File: config.mk
export PLATFORM = sky130hd
export DESIGN_NAME = rtcbcd_counters
export DESIGN_NICKNAME = d
export VERILOG_FILES = /design/src/rtl/rtcbcd_pkg.sv /design/src/rtl/rtcbcd_tick_div.sv /design/src/rtl/rtcbcd_counters.sv
export SDC_FILE = /design/constraint.sdc
export NUM_CORES = 1
export LEC_CHECK = 0
export ABC_CLOCK_PERIOD_IN_PS = 4800
export BUFFER_PORTS_ARGS = -buffer_cell sky130_fd_sc_hd__buf_2
export CORE_MARGIN = 4
export CORE_UTILIZATION = 60
export DETAILED_ROUTE_END_ITERATION = 7
export PLACE_DENSITY = 0.78
export SYNTH_ARGS = -nofsm -noshare
export SYNTH_HDL_FRONTEND = slang
export SYNTH_HIERARCHICAL = 1
export SYNTH_SLANG_ARGS = --single-unit
File: constraint.sdc
create_clock -name sys_clk_in -period 4.8 [get_ports sys_clk_in]
set_input_delay 0.24 -clock sys_clk_in [delete_from_list [all_inputs] [get_ports sys_clk_in]]
set_output_delay 0.24 -clock sys_clk_in [all_outputs]
set_load 0.03 [all_outputs]
File: src/rtl/rtcbcd_pkg.sv
// Purpose: constants shared by the bcd time and calendar counter bank
// Assumes: one 10 MHz clock; the serial bus slave sits outside and drives byte strobes
// Notes: offsets are register pointer values, not byte addresses of a public bus
package rtcbcd_pkg;
    // register pointer values
    localparam logic [3:0] OFF_SECONDS = 4'h2;
    localparam logic [3:0] OFF_MINUTES = 4'h3;
    localparam logic [3:0] OFF_HOURS = 4'h4;
    localparam logic [3:0] OFF_DAYS = 4'h5;
    localparam logic [3:0] OFF_WEEKDAY = 4'h6;
    localparam logic [3:0] OFF_MONTH = 4'h7;
    localparam logic [3:0] OFF_YEAR = 4'h8;
    // field positions
    localparam int FLAG_BIT = 7;
    localparam int CENTURY_BIT = 7;
    // reset values
    localparam logic [7:0] RST_SECONDS = 8'h00;
    localparam logic [7:0] RST_MINUTES = 8'h00;
    localparam logic [7:0] RST_HOURS = 8'h00;
    localparam logic [7:0] RST_DAYS = 8'h01;
    localparam logic [7:0] RST_WEEKDAY = 8'h00;
    localparam logic [7:0] RST_MONTH = 8'h01;
    localparam logic [7:0] RST_YEAR = 8'h00;
    localparam logic RST_CENTURY = 1'b0;
    localparam logic RST_FLAG = 1'b1;
    // bcd limits of the carry chain
    localparam logic [7:0] LAST_SECOND = 8'h59;
    localparam logic [7:0] LAST_MINUTE = 8'h59;
    localparam logic [7:0] LAST_HOUR = 8'h23;
    localparam logic [7:0] LAST_MONTH = 8'h12;
    localparam logic [7:0] LAST_YEAR = 8'h99;
    localparam logic [7:0] LAST_WEEKDAY = 8'h06;
    localparam logic [7:0] FEBRUARY = 8'h02;
    // timing: tick period in ns and clock period in ns
    localparam longint TICK_PERIOD_NS = 1000000000;
    localparam longint CLK_PERIOD_NS = 100;
    localparam int TICK_CYCLES = int'(TICK_PERIOD_NS / CLK_PERIOD_NS);
endpackage

File: src/rtl/rtcbcd_tick_div.sv
// Purpose: divides the system clock down to a one-cycle 1 Hz tick enable
// Assumes: clear input is a synchronous level
// Notes: the count restarts from zero whenever clear is high
`timescale 1ns/100ps
`default_nettype none
module rtcbcd_tick_div
    import rtcbcd_pkg::*;
#(
    parameter int CYCLES = TICK_CYCLES
)
(
    input wire logic sys_clk_in,
    input wire logic rst_n_in,
    input wire logic clear_in,
    output logic tick_out
);
    // cycle counter and registered tick
    logic [31:0] cnt_reg;
    logic [31:0] cnt_next;
    logic tick_reg;
    logic tick_next;

    // next count; wraps at CYCLES-1 and emits one pulse there
    always_comb
    begin
        cnt_next = cnt_reg + 32'h1;
        tick_next = 1'b0;
        if (clear_in)
        begin
            // halted chain held at zero, no tick leaves
            cnt_next = 32'h0;
        end
        else if (cnt_reg == 32'(CYCLES - 1))
        begin
            cnt_next = 32'h0;
            tick_next = 1'b1;
        end
    end

    // registers only
    always_ff @(posedge sys_clk_in)
    begin
        if (!rst_n_in)
        begin
            cnt_reg <= 32'h0;
            tick_reg <= 1'b0;
        end
        else
        begin
            cnt_reg <= cnt_next;
            tick_reg <= tick_next;
        end
    end

    assign tick_out = tick_reg;
endmodule
`default_nettype wire

File: src/rtl/rtcbcd_counters.sv
// Purpose: bcd seconds to years counter bank with integrity flag and byte register port
// Assumes: an outside serial bus slave frames accesses and issues byte strobes
// Notes: pointer values outside 02h..08h read as zero and ignore writes
// Notes: a byte write beats the carry for the byte that it touches
`timescale 1ns/100ps
`default_nettype none
module rtcbcd_counters
    import rtcbcd_pkg::*;
#(
    parameter int TICK_CYCLES_P = TICK_CYCLES
)
(
    input wire logic sys_clk_in,
    input wire logic rst_n_in,
    input wire logic halt_in,
    input wire logic supply_low_in,
    input wire logic osc_stopped_in,
    input wire logic access_active_in,
    input wire logic ptr_load_in,
    input wire logic [7:0] ptr_data_in,
    input wire logic wr_stb_in,
    input wire logic [7:0] wr_data_in,
    input wire logic rd_stb_in,
    output logic [7:0] rd_data_out,
    output logic rd_valid_out,
    output logic integrity_lost_flag_out,
    output logic tick_out
);
    // time and calendar state, each field held as its full 8-bit bcd byte; century and flag are single bits
    // writes store only field bits, but a binary step of invalid bcd can carry into higher ones
    logic [7:0] sec_reg;
    logic [7:0] sec_next;
    logic [7:0] min_reg;
    logic [7:0] min_next;
    logic [7:0] hour_reg;
    logic [7:0] hour_next;
    logic [7:0] day_reg;
    logic [7:0] day_next;
    logic [7:0] wday_reg;
    logic [7:0] wday_next;
    logic [7:0] mon_reg;
    logic [7:0] mon_next;
    logic [7:0] year_reg;
    logic [7:0] year_next;
    logic century_reg;
    logic century_next;
    logic integrity_lost_flag_reg;
    logic integrity_lost_flag_next;
    // held tick and register pointer
    // one held tick only; more ticks inside one access collapse into it
    logic pend_reg;
    logic pend_next;
    logic [3:0] ptr_reg;
    logic [3:0] ptr_next;
    // read port
    logic [7:0] rd_data_reg;
    logic [7:0] rd_data_next;
    logic rd_valid_reg;
    logic rd_valid_next;
    // divider tick and carry helpers
    logic tick;
    logic do_inc;
    logic [7:0] last_day;
    logic [4:0] year_mod;

    // bcd increment of one byte; wraps to first after last
    // invalid bcd is stepped as binary with no correction, by choice
    function automatic logic [7:0] bcd_inc(input logic [7:0] v, input logic [7:0] last,
                                           input logic [7:0] first);
        logic [7:0] r;
        r = v + 8'h01;
        // the range end outranks the digit carry
        if (v == last)
        begin
            r = first;
        end
        else if (v[3:0] == 4'h9)
        begin
            // units roll over into the tens digit
            r = {v[7:4] + 4'h1, 4'h0};
        end
        return r;
    endfunction

    // halt is a level, so the chain sits at zero while it is high
    // halt clears divider
    rtcbcd_tick_div #(
        .CYCLES(TICK_CYCLES_P)
    ) u_div (
        .sys_clk_in(sys_clk_in),
        .rst_n_in(rst_n_in),
        .clear_in(halt_in),
        .tick_out(tick)
    );

    // thirty-day months listed, february by leap test, others thirty-one
    // the century bit lives apart, so the month compare is exact
    // leap year test; 10 = 2 mod 4 so tens*2 + units decides
    always_comb
    begin
        year_mod = 5'({year_reg[7:4], 1'b0}) + 5'(year_reg[3:0]);
        case (mon_reg)
            8'h04, 8'h06, 8'h09, 8'h11: last_day = 8'h30;
            FEBRUARY: last_day = (year_mod[1:0] == 2'b00) ? 8'h29 : 8'h28;
            default: last_day = 8'h31;
        endcase
    end

    // pending tick and increment request
    // halt never drops a held tick; it only stops fresh ones
    always_comb
    begin
        pend_next = pend_reg;
        do_inc = 1'b0;
        if (access_active_in)
        begin
            if (tick)
            begin
                // a second tick in the same access is lost on purpose
                pend_next = 1'b1;
            end
        end
        else if (tick || pend_reg)
        begin
            // apply held tick; a tick and a held one together give one step
            do_inc = 1'b1;
            pend_next = 1'b0;
        end
    end

    // carry chain, then byte writes, then flag sources
    // order matters: a write overrides the step, a fault overrides the write
    always_comb
    begin
        sec_next = sec_reg;
        min_next = min_reg;
        hour_next = hour_reg;
        day_next = day_reg;
        wday_next = wday_reg;
        mon_next = mon_reg;
        year_next = year_reg;
        century_next = century_reg;
        integrity_lost_flag_next = integrity_lost_flag_reg;
        if (do_inc)
        begin
            sec_next = bcd_inc(sec_reg, LAST_SECOND, RST_SECONDS);
            if (sec_reg == LAST_SECOND)
            begin
                min_next = bcd_inc(min_reg, LAST_MINUTE, RST_MINUTES);
                if (min_reg == LAST_MINUTE)
                begin
                    hour_next = bcd_inc(hour_reg, LAST_HOUR, RST_HOURS);
                    if (hour_reg == LAST_HOUR)
                    begin
                        day_next = bcd_inc(day_reg, last_day, RST_DAYS);
                        wday_next = bcd_inc(wday_reg, LAST_WEEKDAY, RST_WEEKDAY);
                        if (day_reg == last_day)
                        begin
                            mon_next = bcd_inc(mon_reg, LAST_MONTH, RST_MONTH);
                            if (mon_reg == LAST_MONTH)
                            begin
                                year_next = bcd_inc(year_reg, LAST_YEAR, RST_YEAR);
                                if (year_reg == LAST_YEAR)
                                begin
                                    century_next = ~century_reg;
                                end
                            end
                        end
                    end
                end
            end
        end
        // writes leave unused bits clear; only a step of invalid bcd can set them
        if (wr_stb_in)
        begin
            case (ptr_reg)
                OFF_SECONDS:
                begin
                    sec_next = {1'b0, wr_data_in[6:0]};
                    integrity_lost_flag_next = wr_data_in[FLAG_BIT];
                end
                OFF_MINUTES: min_next = {1'b0, wr_data_in[6:0]};
                OFF_HOURS: hour_next = {2'b00, wr_data_in[5:0]};
                OFF_DAYS: day_next = {2'b00, wr_data_in[5:0]};
                OFF_WEEKDAY: wday_next = {5'h00, wr_data_in[2:0]};
                OFF_MONTH:
                begin
                    mon_next = {3'b000, wr_data_in[4:0]};
                    century_next = wr_data_in[CENTURY_BIT];
                end
                OFF_YEAR: year_next = wr_data_in;
                default:
                begin
                    // other pointer values belong elsewhere
                    // control, alarm and timer places are served outside this bank
                end
            endcase
        end
        // a clearing write and a fault in one cycle leave the flag set
        // set wins over clear
        if (supply_low_in || osc_stopped_in)
        begin
            integrity_lost_flag_next = 1'b1;
        end
    end

    // pointer and read data
    // unmapped pointers read as zero but still advance
    // the pointer is four bits and wraps from f back to 0
    // read data holds its last value between strobes
    always_comb
    begin
        ptr_next = ptr_reg;
        // one valid pulse per strobe, one cycle later
        rd_valid_next = rd_stb_in;
        rd_data_next = rd_data_reg;
        if (rd_stb_in)
        begin
            case (ptr_reg)
                OFF_SECONDS: rd_data_next = {integrity_lost_flag_reg, sec_reg[6:0]};
                OFF_MINUTES: rd_data_next = min_reg;
                OFF_HOURS: rd_data_next = hour_reg;
                OFF_DAYS: rd_data_next = day_reg;
                OFF_WEEKDAY: rd_data_next = wday_reg;
                OFF_MONTH: rd_data_next = {century_reg, mon_reg[6:0]};
                OFF_YEAR: rd_data_next = year_reg;
                default: rd_data_next = 8'h00;
            endcase
        end
        if (ptr_load_in)
        begin
            // a fresh pointer outranks a same-cycle data byte
            ptr_next = ptr_data_in[3:0];
        end
        else if (rd_stb_in || wr_stb_in)
        begin
            ptr_next = ptr_reg + 4'h1;
        end
    end

    // registers only
    // synchronous reset; every time, calendar and flag reset value is a package constant
    always_ff @(posedge sys_clk_in)
    begin
        if (!rst_n_in)
        begin
            sec_reg <= RST_SECONDS;
            min_reg <= RST_MINUTES;
            hour_reg <= RST_HOURS;
            day_reg <= RST_DAYS;
            wday_reg <= RST_WEEKDAY;
            mon_reg <= RST_MONTH;
            year_reg <= RST_YEAR;
            century_reg <= RST_CENTURY;
            integrity_lost_flag_reg <= RST_FLAG;
            pend_reg <= 1'b0;
            ptr_reg <= 4'h0;
            rd_data_reg <= 8'h00;
            rd_valid_reg <= 1'b0;
        end
        else
        begin
            sec_reg <= sec_next;
            min_reg <= min_next;
            hour_reg <= hour_next;
            day_reg <= day_next;
            wday_reg <= wday_next;
            mon_reg <= mon_next;
            year_reg <= year_next;
            century_reg <= century_next;
            integrity_lost_flag_reg <= integrity_lost_flag_next;
            pend_reg <= pend_next;
            ptr_reg <= ptr_next;
            rd_data_reg <= rd_data_next;
            rd_valid_reg <= rd_valid_next;
        end
    end

    // outputs straight from flops (tick is the divider's flop)
    // tick leaves the block so the host side can watch the divider run
    assign rd_data_out = rd_data_reg;
    assign rd_valid_out = rd_valid_reg;
    assign integrity_lost_flag_out = integrity_lost_flag_reg;
    assign tick_out = tick;
endmodule
`default_nettype wire

## Word level (Yosys, flattened, before mapping)

Cells that the tools add are included.

- Flip-flop bits (word level): 105
- Bits of input ports: 25
- Output and inout port bits: 11

- Bitwise operators: 2
- Mux-type cells: 73
- Add/sub/neg operators: 17
- Equal/unequal tests: 28
- Reductions and logical operators: 12

Operators by type and width:

| operator | number |
|---|---|
| $mux W8 | 53 |
| $add A8 B1 Y8 const B | 7 |
| $pmux W8 S7 | 1 |
| $add A32 B1 Y32 const B | 1 |
| $add A4 B1 Y4 const B | 8 |
| $eq A32 B24 Y1 const B | 1 |
| $eq A4 B4 Y1 const B | 8 |
| $eq A8 B3 Y1 const B | 3 |
| $eq A4 B3 Y1 const B | 4 |
| $eq A8 B5 Y1 const B | 2 |
| $eq A8 B7 Y1 const B | 2 |
| $mux W1 | 16 |
| $pmux W5 S2 | 1 |
| $eq A4 B2 Y1 const B | 2 |
| $eq A8 B2 Y1 const B | 1 |
| $eq A8 B4 Y1 const B | 1 |
| $eq A8 B6 Y1 const B | 1 |
| $eq A8 B8 Y1 | 1 |
| $eq A8 B8 Y1 const B | 1 |
| $mux W4 | 2 |
| $reduce_and A2 Y1 | 2 |
| $reduce_bool A2 Y1 | 2 |
| $reduce_or A2 Y1 | 2 |
| $reduce_or A4 Y1 | 1 |
| 6 further kinds | 9 |

## Longest topological paths before layout

Gate-level depths: netlist of run 1.

- Word-level depth: 12
- Mapped depth: 11

## Modules after synthesis

Netlist of run 1, hierarchy kept.

By module, submodules not included:

| module | times used | sequential area each (um^2) | cells each | area an instance (um^2) |
|---|---|---|---|---|
| rtcbcd_counters | 1 | 1441.4 | 685 | 5220.0 |
| rtcbcd_tick_div | 1 | 660.6 | 175 | 1546.5 |

## Least setup slack after synthesis of run 1

No wires, ideal clock.

- Path kind: reg-to-reg
- Start point: register min_reg[0]
- End point: register year_reg[1]
- Arrival time: 2.160 ns
- Buffers on the path: 2
- Data required time: 4.726 ns
- Cell stages (with the launch flop): 10
- Clock period less this slack: 2.234 ns
- Library setup time: 0.074 ns
- Setup slack: 2.566 ns
- Cells stage by stage: dfxtp_1 ha_1 and3b_1 buf_2 nand4_4 nor4_4 nand4_2 buf_2 or3_1 a31oi_1

- Cells in the longest elaborated chain, start to end: 6

RTL lines:

| what | line | text |
|---|---|---|
| start, declared | rtcbcd_counters.sv:33 | `logic [7:0] min_reg;` |
| start signal, assigned | rtcbcd_counters.sv:264 | `min_reg <= min_next;` |
| $eq A8 B7 Y1 * | rtcbcd_counters.sv:150 | `if (min_reg == LAST_MINUTE)` |
| $mux W8 * | rtcbcd_counters.sv:150 |  |
| $mux W8 * | rtcbcd_counters.sv:147 | `if (sec_reg == LAST_SECOND)` |
| $mux W8 * | rtcbcd_counters.sv:144 | `if (do_inc)` |
| $mux W8 | rtcbcd_counters.sv:176 | `case (ptr_reg)` |
| $mux W8 * | rtcbcd_counters.sv:174 | `if (wr_stb_in)` |
| end signal, assigned | rtcbcd_counters.sv:269 | `year_reg <= year_next;` |
| end, declared | rtcbcd_counters.sv:43 | `logic [7:0] year_reg;` |

Every way passes the cells marked *; elsewhere a longest branch is shown, timed or not.
A chain may end at the register's enable or synchronous reset.

## Worst setup path after layout of run 1

- Start point: register mon_reg[5]
- End point: register year_reg[4]

- Cells in the longest elaborated chain, start to end: 11
- Elaborated cells on any way between the ends: 17
- Those cells by class: 7 x eq/ne; 9 x mux; 1 x reduce/logical

RTL lines:

| what | line | text |
|---|---|---|
| start, declared | rtcbcd_counters.sv:41 | `logic [7:0] mon_reg;` |
| start signal, assigned | rtcbcd_counters.sv:268 | `mon_reg <= mon_next;` |
| $eq A8 B3 Y1 (tied with other cells) | rtcbcd_counters.sv:102 | `case (mon_reg)` |
| $reduce_or A4 Y1 | rtcbcd_counters.sv:102 |  |
| $pmux W5 S2 | rtcbcd_counters.sv:102 |  |
| $eq A8 B8 Y1 | rtcbcd_counters.sv:157 | `if (day_reg == last_day)` |
| $mux W8 * | rtcbcd_counters.sv:157 |  |
| $mux W8 * | rtcbcd_counters.sv:153 | `if (hour_reg == LAST_HOUR)` |
| $mux W8 * | rtcbcd_counters.sv:150 |  |
| $mux W8 * | rtcbcd_counters.sv:147 |  |
| $mux W8 * | rtcbcd_counters.sv:144 |  |
| $mux W8 | rtcbcd_counters.sv:176 |  |
| $mux W8 * | rtcbcd_counters.sv:174 |  |

Marked as above.

==> summary.md, run 1 <==
| Metric | Value |
|---|---|
| Result of the run | completed |
| Least-Margin Pin Slew | 0.8492 ns |
| Synthesized Nets | a little over 900 |
| Cts repair resizes | 0 |
| GRT Total Usage | 29.76% |
| Pins Over Slew Limit | 0 |
| Die X | 114.2 µm |
| Initial core utilization | between 60% and 70% |
| PD cells | around 250 nW/µm² |
| Cts hold-fix bufs | 0 |
| Max Fclk | 336.3 MHz |
| WP data required | 5.09 ns |
| Layout area overhead | 5.973% |
| Post-synthesis cell count | 860 |
| RSZ-0062 raised after global routing | false |
| Commonest non-fill, non-tap cell in the layout | dfxtp_1 |
| Vias per cell | 6.561 |
| Max-Cap Viols | 0 |
| Initial antenna violation count | 0 |
| Post-DP HPWL | 13.58 mm |
| Root buf cell | clkbuf_16 |
| Largest register FFs | 32 |
| CP peak stage delay | 0.61 ns |
| Die area | 13040 µm² |
| R2R Path End | year_reg[4] |
| Sum Neg Setup Slack | 0 ns |
| First-pass detailed-route iteration total | 5 |
| Layout cell share with drive strength beyond 1 | 9.861% |
| Die height | 114.2 µm |
| Detailed Route Iter0 Violations | 739 |
| Hold path cells | 3 |
| Ys async rst share | 0% |
| Synth Area per Inst | just under 8 µm² |
| #FFs+latches synth | between 100 and 150 |
| Worst reg2reg path startpoint | mon_reg[5] |
| Detail Route Antenna Nets | 0 |
| Commonest cells after routing, fill and taps aside | 105 x dfxtp_1, 104 x nor2_1, 80 x nand2_1 |
| Worst-path maximum fanout | 12 |
| Largest net degree at the start of global routing | 36 |
| GP Congestion | 0.9925 |
| Worst EP arrival | 3.26 ns |
| Cts bufs inserted | 9 |
| Final net count | about 910 |
| Sink Count | about 110 |
| Cell family with most CP delay | simple AND/OR/NAND/NOR gates |
| R2R depth | 8 |
| Top Ports | 36 |
| Routed wire length per instance | 18.93 µm |
| Final hold violations | 0 |
| CTS Buffer Depth | 2 |
| Crit path buf inv count | 1 |
| Vias in the first global route | 6182 |
| Slew margin rel. | 43.18% |
| CP max-delay cell | or4_1 |
| Crit-path cells | inv_1 -> ha_1 -> nor4b_1 -> and3_1 -> o31ai_2 -> nand4_2 -> or4_1 -> a31oi_1 |
| Placed cell count | 986 |
| Count of non-filler cells in the finished layout | around 1000 |
| Vias | around 6600 |
| Main synth FF type | dfxtp_1 |
| Total grt overflow | 0 |
| Ratio of final minimum period to clock period | 61.95% |
| CP startpoint kind | register |
| # diodes | 0 |
| # setup viols final | 0 |
| Sequential-to-total area share from yosys stat | 31.07% |
| Worst min-delay path endpoint | integrity_lost_flag_out |
| Setup crit end kind | register |
| CTS tree | built |
| Clock Skew | 0.007186 ns |
| Post-synth cell types | 81 |
| Number of synthesized flops with an enable pin | 0 |
| Min-delay src | supply_low_in |
| Post-synthesis cell area | 6766 µm² |
| R2R setup slack | 1.83 ns |
| FILL cells | 931 |
| VDD IR-drop max | 0.0002502 V |
| First-pass GRT wire length | between 30 and 40 mm |
| YS warnings | 6 |
| Critical path class | reg2reg |
| I/O Buffers | 31 |
| Site Rows | 38 |
| Core Area | between 10000 and 15000 µm² |
| Worst Hold Class | in2reg |
| DRC viols | 0 |
| Routed WL | roughly 19 mm |
| LEAKAGE | approximately 2.6 nW |
| Fin crit period | ~3.0 ns |
| H-tree depth | 3 |
| Clk Latency, worst-skew pair | between 0.3 and 0.4 ns |
| Post-CTS Setup Bufs | 0 |
| Clock slew at reported path FFs | 0.08 ns |
metrics by stage:
step	worst slack (ns)	hold slack, ns	power (mW)	utilization, %	cell area (µm²)
final	1.826	0.08096	1.819	65.57	7171
after global routing	1.485	0.09963	1.875	65.57	7171
after CTS	1.886	0.07708	1.823	65.57	7171
after detailed placement	1.917	0.4513	1.053	62.75	6862
after global placement	1.989	0.4432	1.048	62.75	6862
after floorplan	2.566	0.3576	1.009	-	6766
worst register-to-register path, delay by kind of cell, from the launching register on:
kind,cells,cell delay [ns]
buffers and inverters,1,0.13
flip-flops,1,0.50
AND/OR/NAND/NOR,4,1.43
AO/OA/AOI/OAI,2,0.62
adder cells (fa/ha/maj),1,0.21
power by group:
group | leakage [nW] | internal [mW] | switching, mW
clock network | 0.155 | 0.417 | 0.365
registers | 0.848 | 0.883 | 0.0277
logic | 1.59 | 0.0423 | 0.0838
total | 2.59 | 1.34 | 0.476
cells by family (layout without fill, tap and decap cells):
| group | count (synthesis) | after routing | synth area share (%) |
|---|---|---|---|
| xor gates and xnor gates | 46 | 46 | 5.954 |
| adders and majority gates | 29 | 29 | 5.362 |
| buffers and inverters | 75 | 77 | 5.251 |
| muxes | 9 | 9 | 1.368 |
| DFF | 105 | 105 | 31.07 |
| and+or+nand+nor | 400 | 400 | 31.92 |
| AOI/OAI and AO/OA | 196 | 196 | 19.08 |
Yosys cell counts, types with 8 or more instances:
| cell type | n | area [µm²] |
|---|---|---|
| a211oi_1 | 13 | 97.59 |
| a21oi_1 | 53 | 265.3 |
| a22oi_1 | 9 | 67.56 |
| a31oi_1 | 17 | 106.4 |
| and2_1 | 13 | 81.33 |
| and3_1 | 10 | 62.56 |
| clkbuf_1 | 30 | 112.6 |
| dfxtp_1 | 105 | 2102 |
| ha_1 | 29 | 362.9 |
| inv_1 | 27 | 101.4 |
| nand2_1 | 80 | 300.3 |
| nand3_1 | 58 | 290.3 |
| nand3b_1 | 8 | 60.06 |
| nand4_1 | 20 | 125.1 |
| nor2_1 | 104 | 390.4 |
| nor2b_1 | 11 | 68.82 |
| nor3_1 | 23 | 115.1 |
| nor4_1 | 13 | 81.33 |
| o21ai_0 | 43 | 215.2 |
| xnor2_1 | 21 | 183.9 |
| xor2_1 | 25 | 219.0 |
layer usage:
metal	global-route usage, %	share of wire [%]
met5	0	0
met1	40.75	42
met3	4.651	8.6
met4	10.29	3.3
met2	47.78	46
worst max path at each step:
stage	start	to	slack [ns]	depth (start not counted)
final	mon_reg[5]	year_reg[4]	1.83	8
after global placement	sec_reg[0]	mon_reg[4]	1.99	7
after CTS	sec_reg[0]	mon_reg[5]	1.89	7
after floorplan	min_reg[0]	year_reg[1]	2.57	9
after global routing	sec_reg[0]	mon_reg[5]	1.48	7
after detailed placement	sec_reg[0]	mon_reg[5]	1.92	7
layout make-up:
type,count,area [µm²],area share (%)
clock buffers,9,225.2,3.141
clock inverters,7,83.83,1.169
inverters,28,105.1,1.466
multi-input cells,680,4309,60.09
flip-flops and latches,105,2102,29.31
well taps,140,175.2,2.443
repair buffers,33,170.2,2.373
No activity file was read; power rests on OpenSTA's default activity.
==> run 2: changes to the inputs <==
- ABC_CLOCK_PERIOD_IN_PS: 4800 -> 2650
- CORE_UTILIZATION: 60 -> 56
- PLACE_DENSITY: 0.78 -> 0.77
- clock period: 4.8 -> 2.65 ns (I/O delays scaled with it)
==> summary.md, run 2 (same netlist as run 1, synthesis figures left out) <==
| Metric | Value |
|---|---|
| Result of the run | completed |
| Total grt overflow | 0 (unchanged) |
| Commonest cells after routing, fill and taps aside | 104 x nor2_1, 103 x dfxtp_1, 80 x nand2_1 |
| PD cells | 432.1 nW/µm² (+70%) |
| Min-delay src | ptr_data_in[1] |
| Routed WL | 19.36 mm (+2.1%) |
| Clk Latency, worst-skew pair | 0.36 ns (about the same) |
| GRT Total Usage | 27.84% (-1.9 points) |
| Layout area overhead | 10.19% |
| Setup crit end kind | register |
| Least-Margin Pin Slew | 0.8471 ns (-0.002094 ns) |
| I/O Buffers | 31 (unchanged) |
| Die height | 117.9 µm (+3.3%) |
| Site Rows | 39 (+2.6%) |
| CTS tree | built |
| Sink Count | 105 (unchanged) |
| Cts bufs inserted | 9 (unchanged) |
| VDD IR-drop max | 0.0004913 V (+96%) |
| Critical path class | reg2reg |
| Hold WS | 0.01050 ns (-0.07046 ns) |
| Met3 wire length | 1.467 mm (-10%) |
| CP startpoint kind | register |
| Vias per cell | 6.526 (-0.53%) |
| FILL cells | 1014 (+8.9%) |
| Detailed Route Iter0 Violations | 871 (+18%) |
| Largest register FFs | 32 (unchanged) |
| Worst reg2reg path startpoint | mon_reg[5] |
| Worst Hold Class | in2reg |
| DRC viols | 0 (unchanged) |
| Largest net degree at the start of global routing | 33 (-8.3%) |
| Worst Setup SP | mon_reg[5] |
| LEAKAGE | 2.732 nW (+5.5%) |
| # setup viols final | 0 (unchanged) |
| Worst-path maximum fanout | 6 (-6) |
| # diodes | 0 (unchanged) |
| Commonest non-fill, non-tap cell in the layout | nor2_1 |
| Initial antenna violation count | 0 (unchanged) |
| Post-route core utilization | 64.20% (-1.4 points) |
| Routed length on met1 | 7.782 mm (-2.5%) |
| Ratio of final minimum period to clock period | 94.50% (+33 points) |
| Die X | 117.9 µm (+3.3%) |
| Sequential cell area | 2105 µm² (+0.12%) |
| H-tree depth | 3 (unchanged) |
| Detail Route Antenna Nets | 0 (unchanged) |
| Max layer used | met4 |
| Slew margin rel. | 43.18% (about the same) |
| Core Area | 11610 µm² (+6.2%) |
| Root buf cell | clkbuf_16 |
| Final hold violations | 0 (unchanged) |
| Met2 wire length | 9.200 mm (+5.5%) |
| Initial core utilization | 58.26% (-3.6 points) |
| Multi-input gate area in the final layout | 4339 µm² (+0.70%) |
| WP data required | 2.94 ns (-2.15 ns) |
| Clock Skew | 0.006957 ns (-0.0002283 ns) |
| Pins Over Slew Limit | 0 (unchanged) |
| First-pass detailed-route iteration total | 6 (+1) |
| Worst EP arrival | 2.80 ns (-0.46 ns) |
| Final net count | 946 (+3.8%) |
| Post-DP HPWL | 14.01 mm (+3.2%) |
| GP Congestion | 0.9481 (-4.5%) |
| Routed wire length per instance | 18.62 µm (-1.7%) |
| Clock slew at reported path FFs | 0.07 ns (about the same) |
| CTS Buffer Depth | 2 (unchanged) |
| Vias in the first global route | 6435 (+4.1%) |
| Max-Cap Viols | 0 (unchanged) |
| Vias | 6787 (+3.2%) |
| Layout cell share with drive strength beyond 1 | 13.60% (+3.7 points) |
| First-pass GRT wire length | 32.04 mm (+2.2%) |
| Max Fclk | 399.3 MHz (+19%) |
| Top Ports | 36 (unchanged) |
| Die area | 13910 µm² (+6.6%) |
| Fin crit period | 2.504 ns (-0.4694 ns) |
-- run 2: cell types whose count changed in the layout (fill, tap and decap cells not counted), sizes merged --
cell         before  now
bufinv            1    0
clkbuf            9   10
clkinv            2    4
inv              32   30
dlygate4sd3       0    3
buf              33   65
-- run 2: timing repair --
action | CTS | global route
setup buffers | 0 | 1
hold buffers | 3 | 0
endpoints found under the setup margin | 0 | 16
gates resized for setup | 0 | 7
endpoints found under the hold margin | 2 | 0
-- run 2: critical path: stages (launching register included) --
cell and delay [ns]:
dfxtp_2 0.40, inv_1 0.09, ha_1 0.18, nor3b_2 0.19
o21ai_0 0.17, nand4_1 0.28, buf_4 0.23, and3_2 0.20
or4_1 0.53, a31oi_1 0.17
-- run 2: cell type report --
cell class | instances | share of cell area, %
Multi-Input combinational cell | 680 | 58.20
Inverter | 28 | 1.410
Timing Repair Buffer | 68 | 5.907
Clock buffer | 10 | 3.205
Clock inverter | 6 | 0.6545
Tap cell | 143 | 2.400
Sequential cell | 105 | 28.23
-- run 2: stage by stage --
stage | worst slack, ns | total power, mW | setup TNS, ns | area [µm²] | cells
2_1_floorplan | 0.4155 | 1.828 | 0 | 6766 | 860
3_3_place_gp | 0.1861 | 1.915 | 0 | 7098 | 1020
3_5_place_dp | 0.04140 | 1.923 | 0 | 7098 | 1020
4_1_cts | 0.01250 | 3.233 | 0 | 7416 | 1039
5_1_grt | -0.01129 | 3.326 | -0.01129 | 7456 | 1040
6_report | 0.1459 | 3.222 | 0 | 7456 | 1040
-- run 2: report_power, final --
part	switching, mW	total (mW)	internal, mW
Sequential	0.0340	1.63	1.60
Combinational	0.173	0.266	0.0925
Clock	0.646	1.32	0.676
Total	0.854	3.22	2.37
-- run 2: worst paths after layout --
kind	end	slack (ns)	cells after the start
max reg2reg	day_reg[2]	0.15	9
max	day_reg[2]	0.15	9
min	ptr_reg[1]	0.01	3
min reg2reg	u_div/cnt_reg[0]	0.47	1
-- run 2: routing by layer --
metal	up-vias	global-route usage [%]
li1	3192	-
met1	3192	34.59
met2	331	46.17
met3	72	4.901
met4	0	14.36
met5	-	0
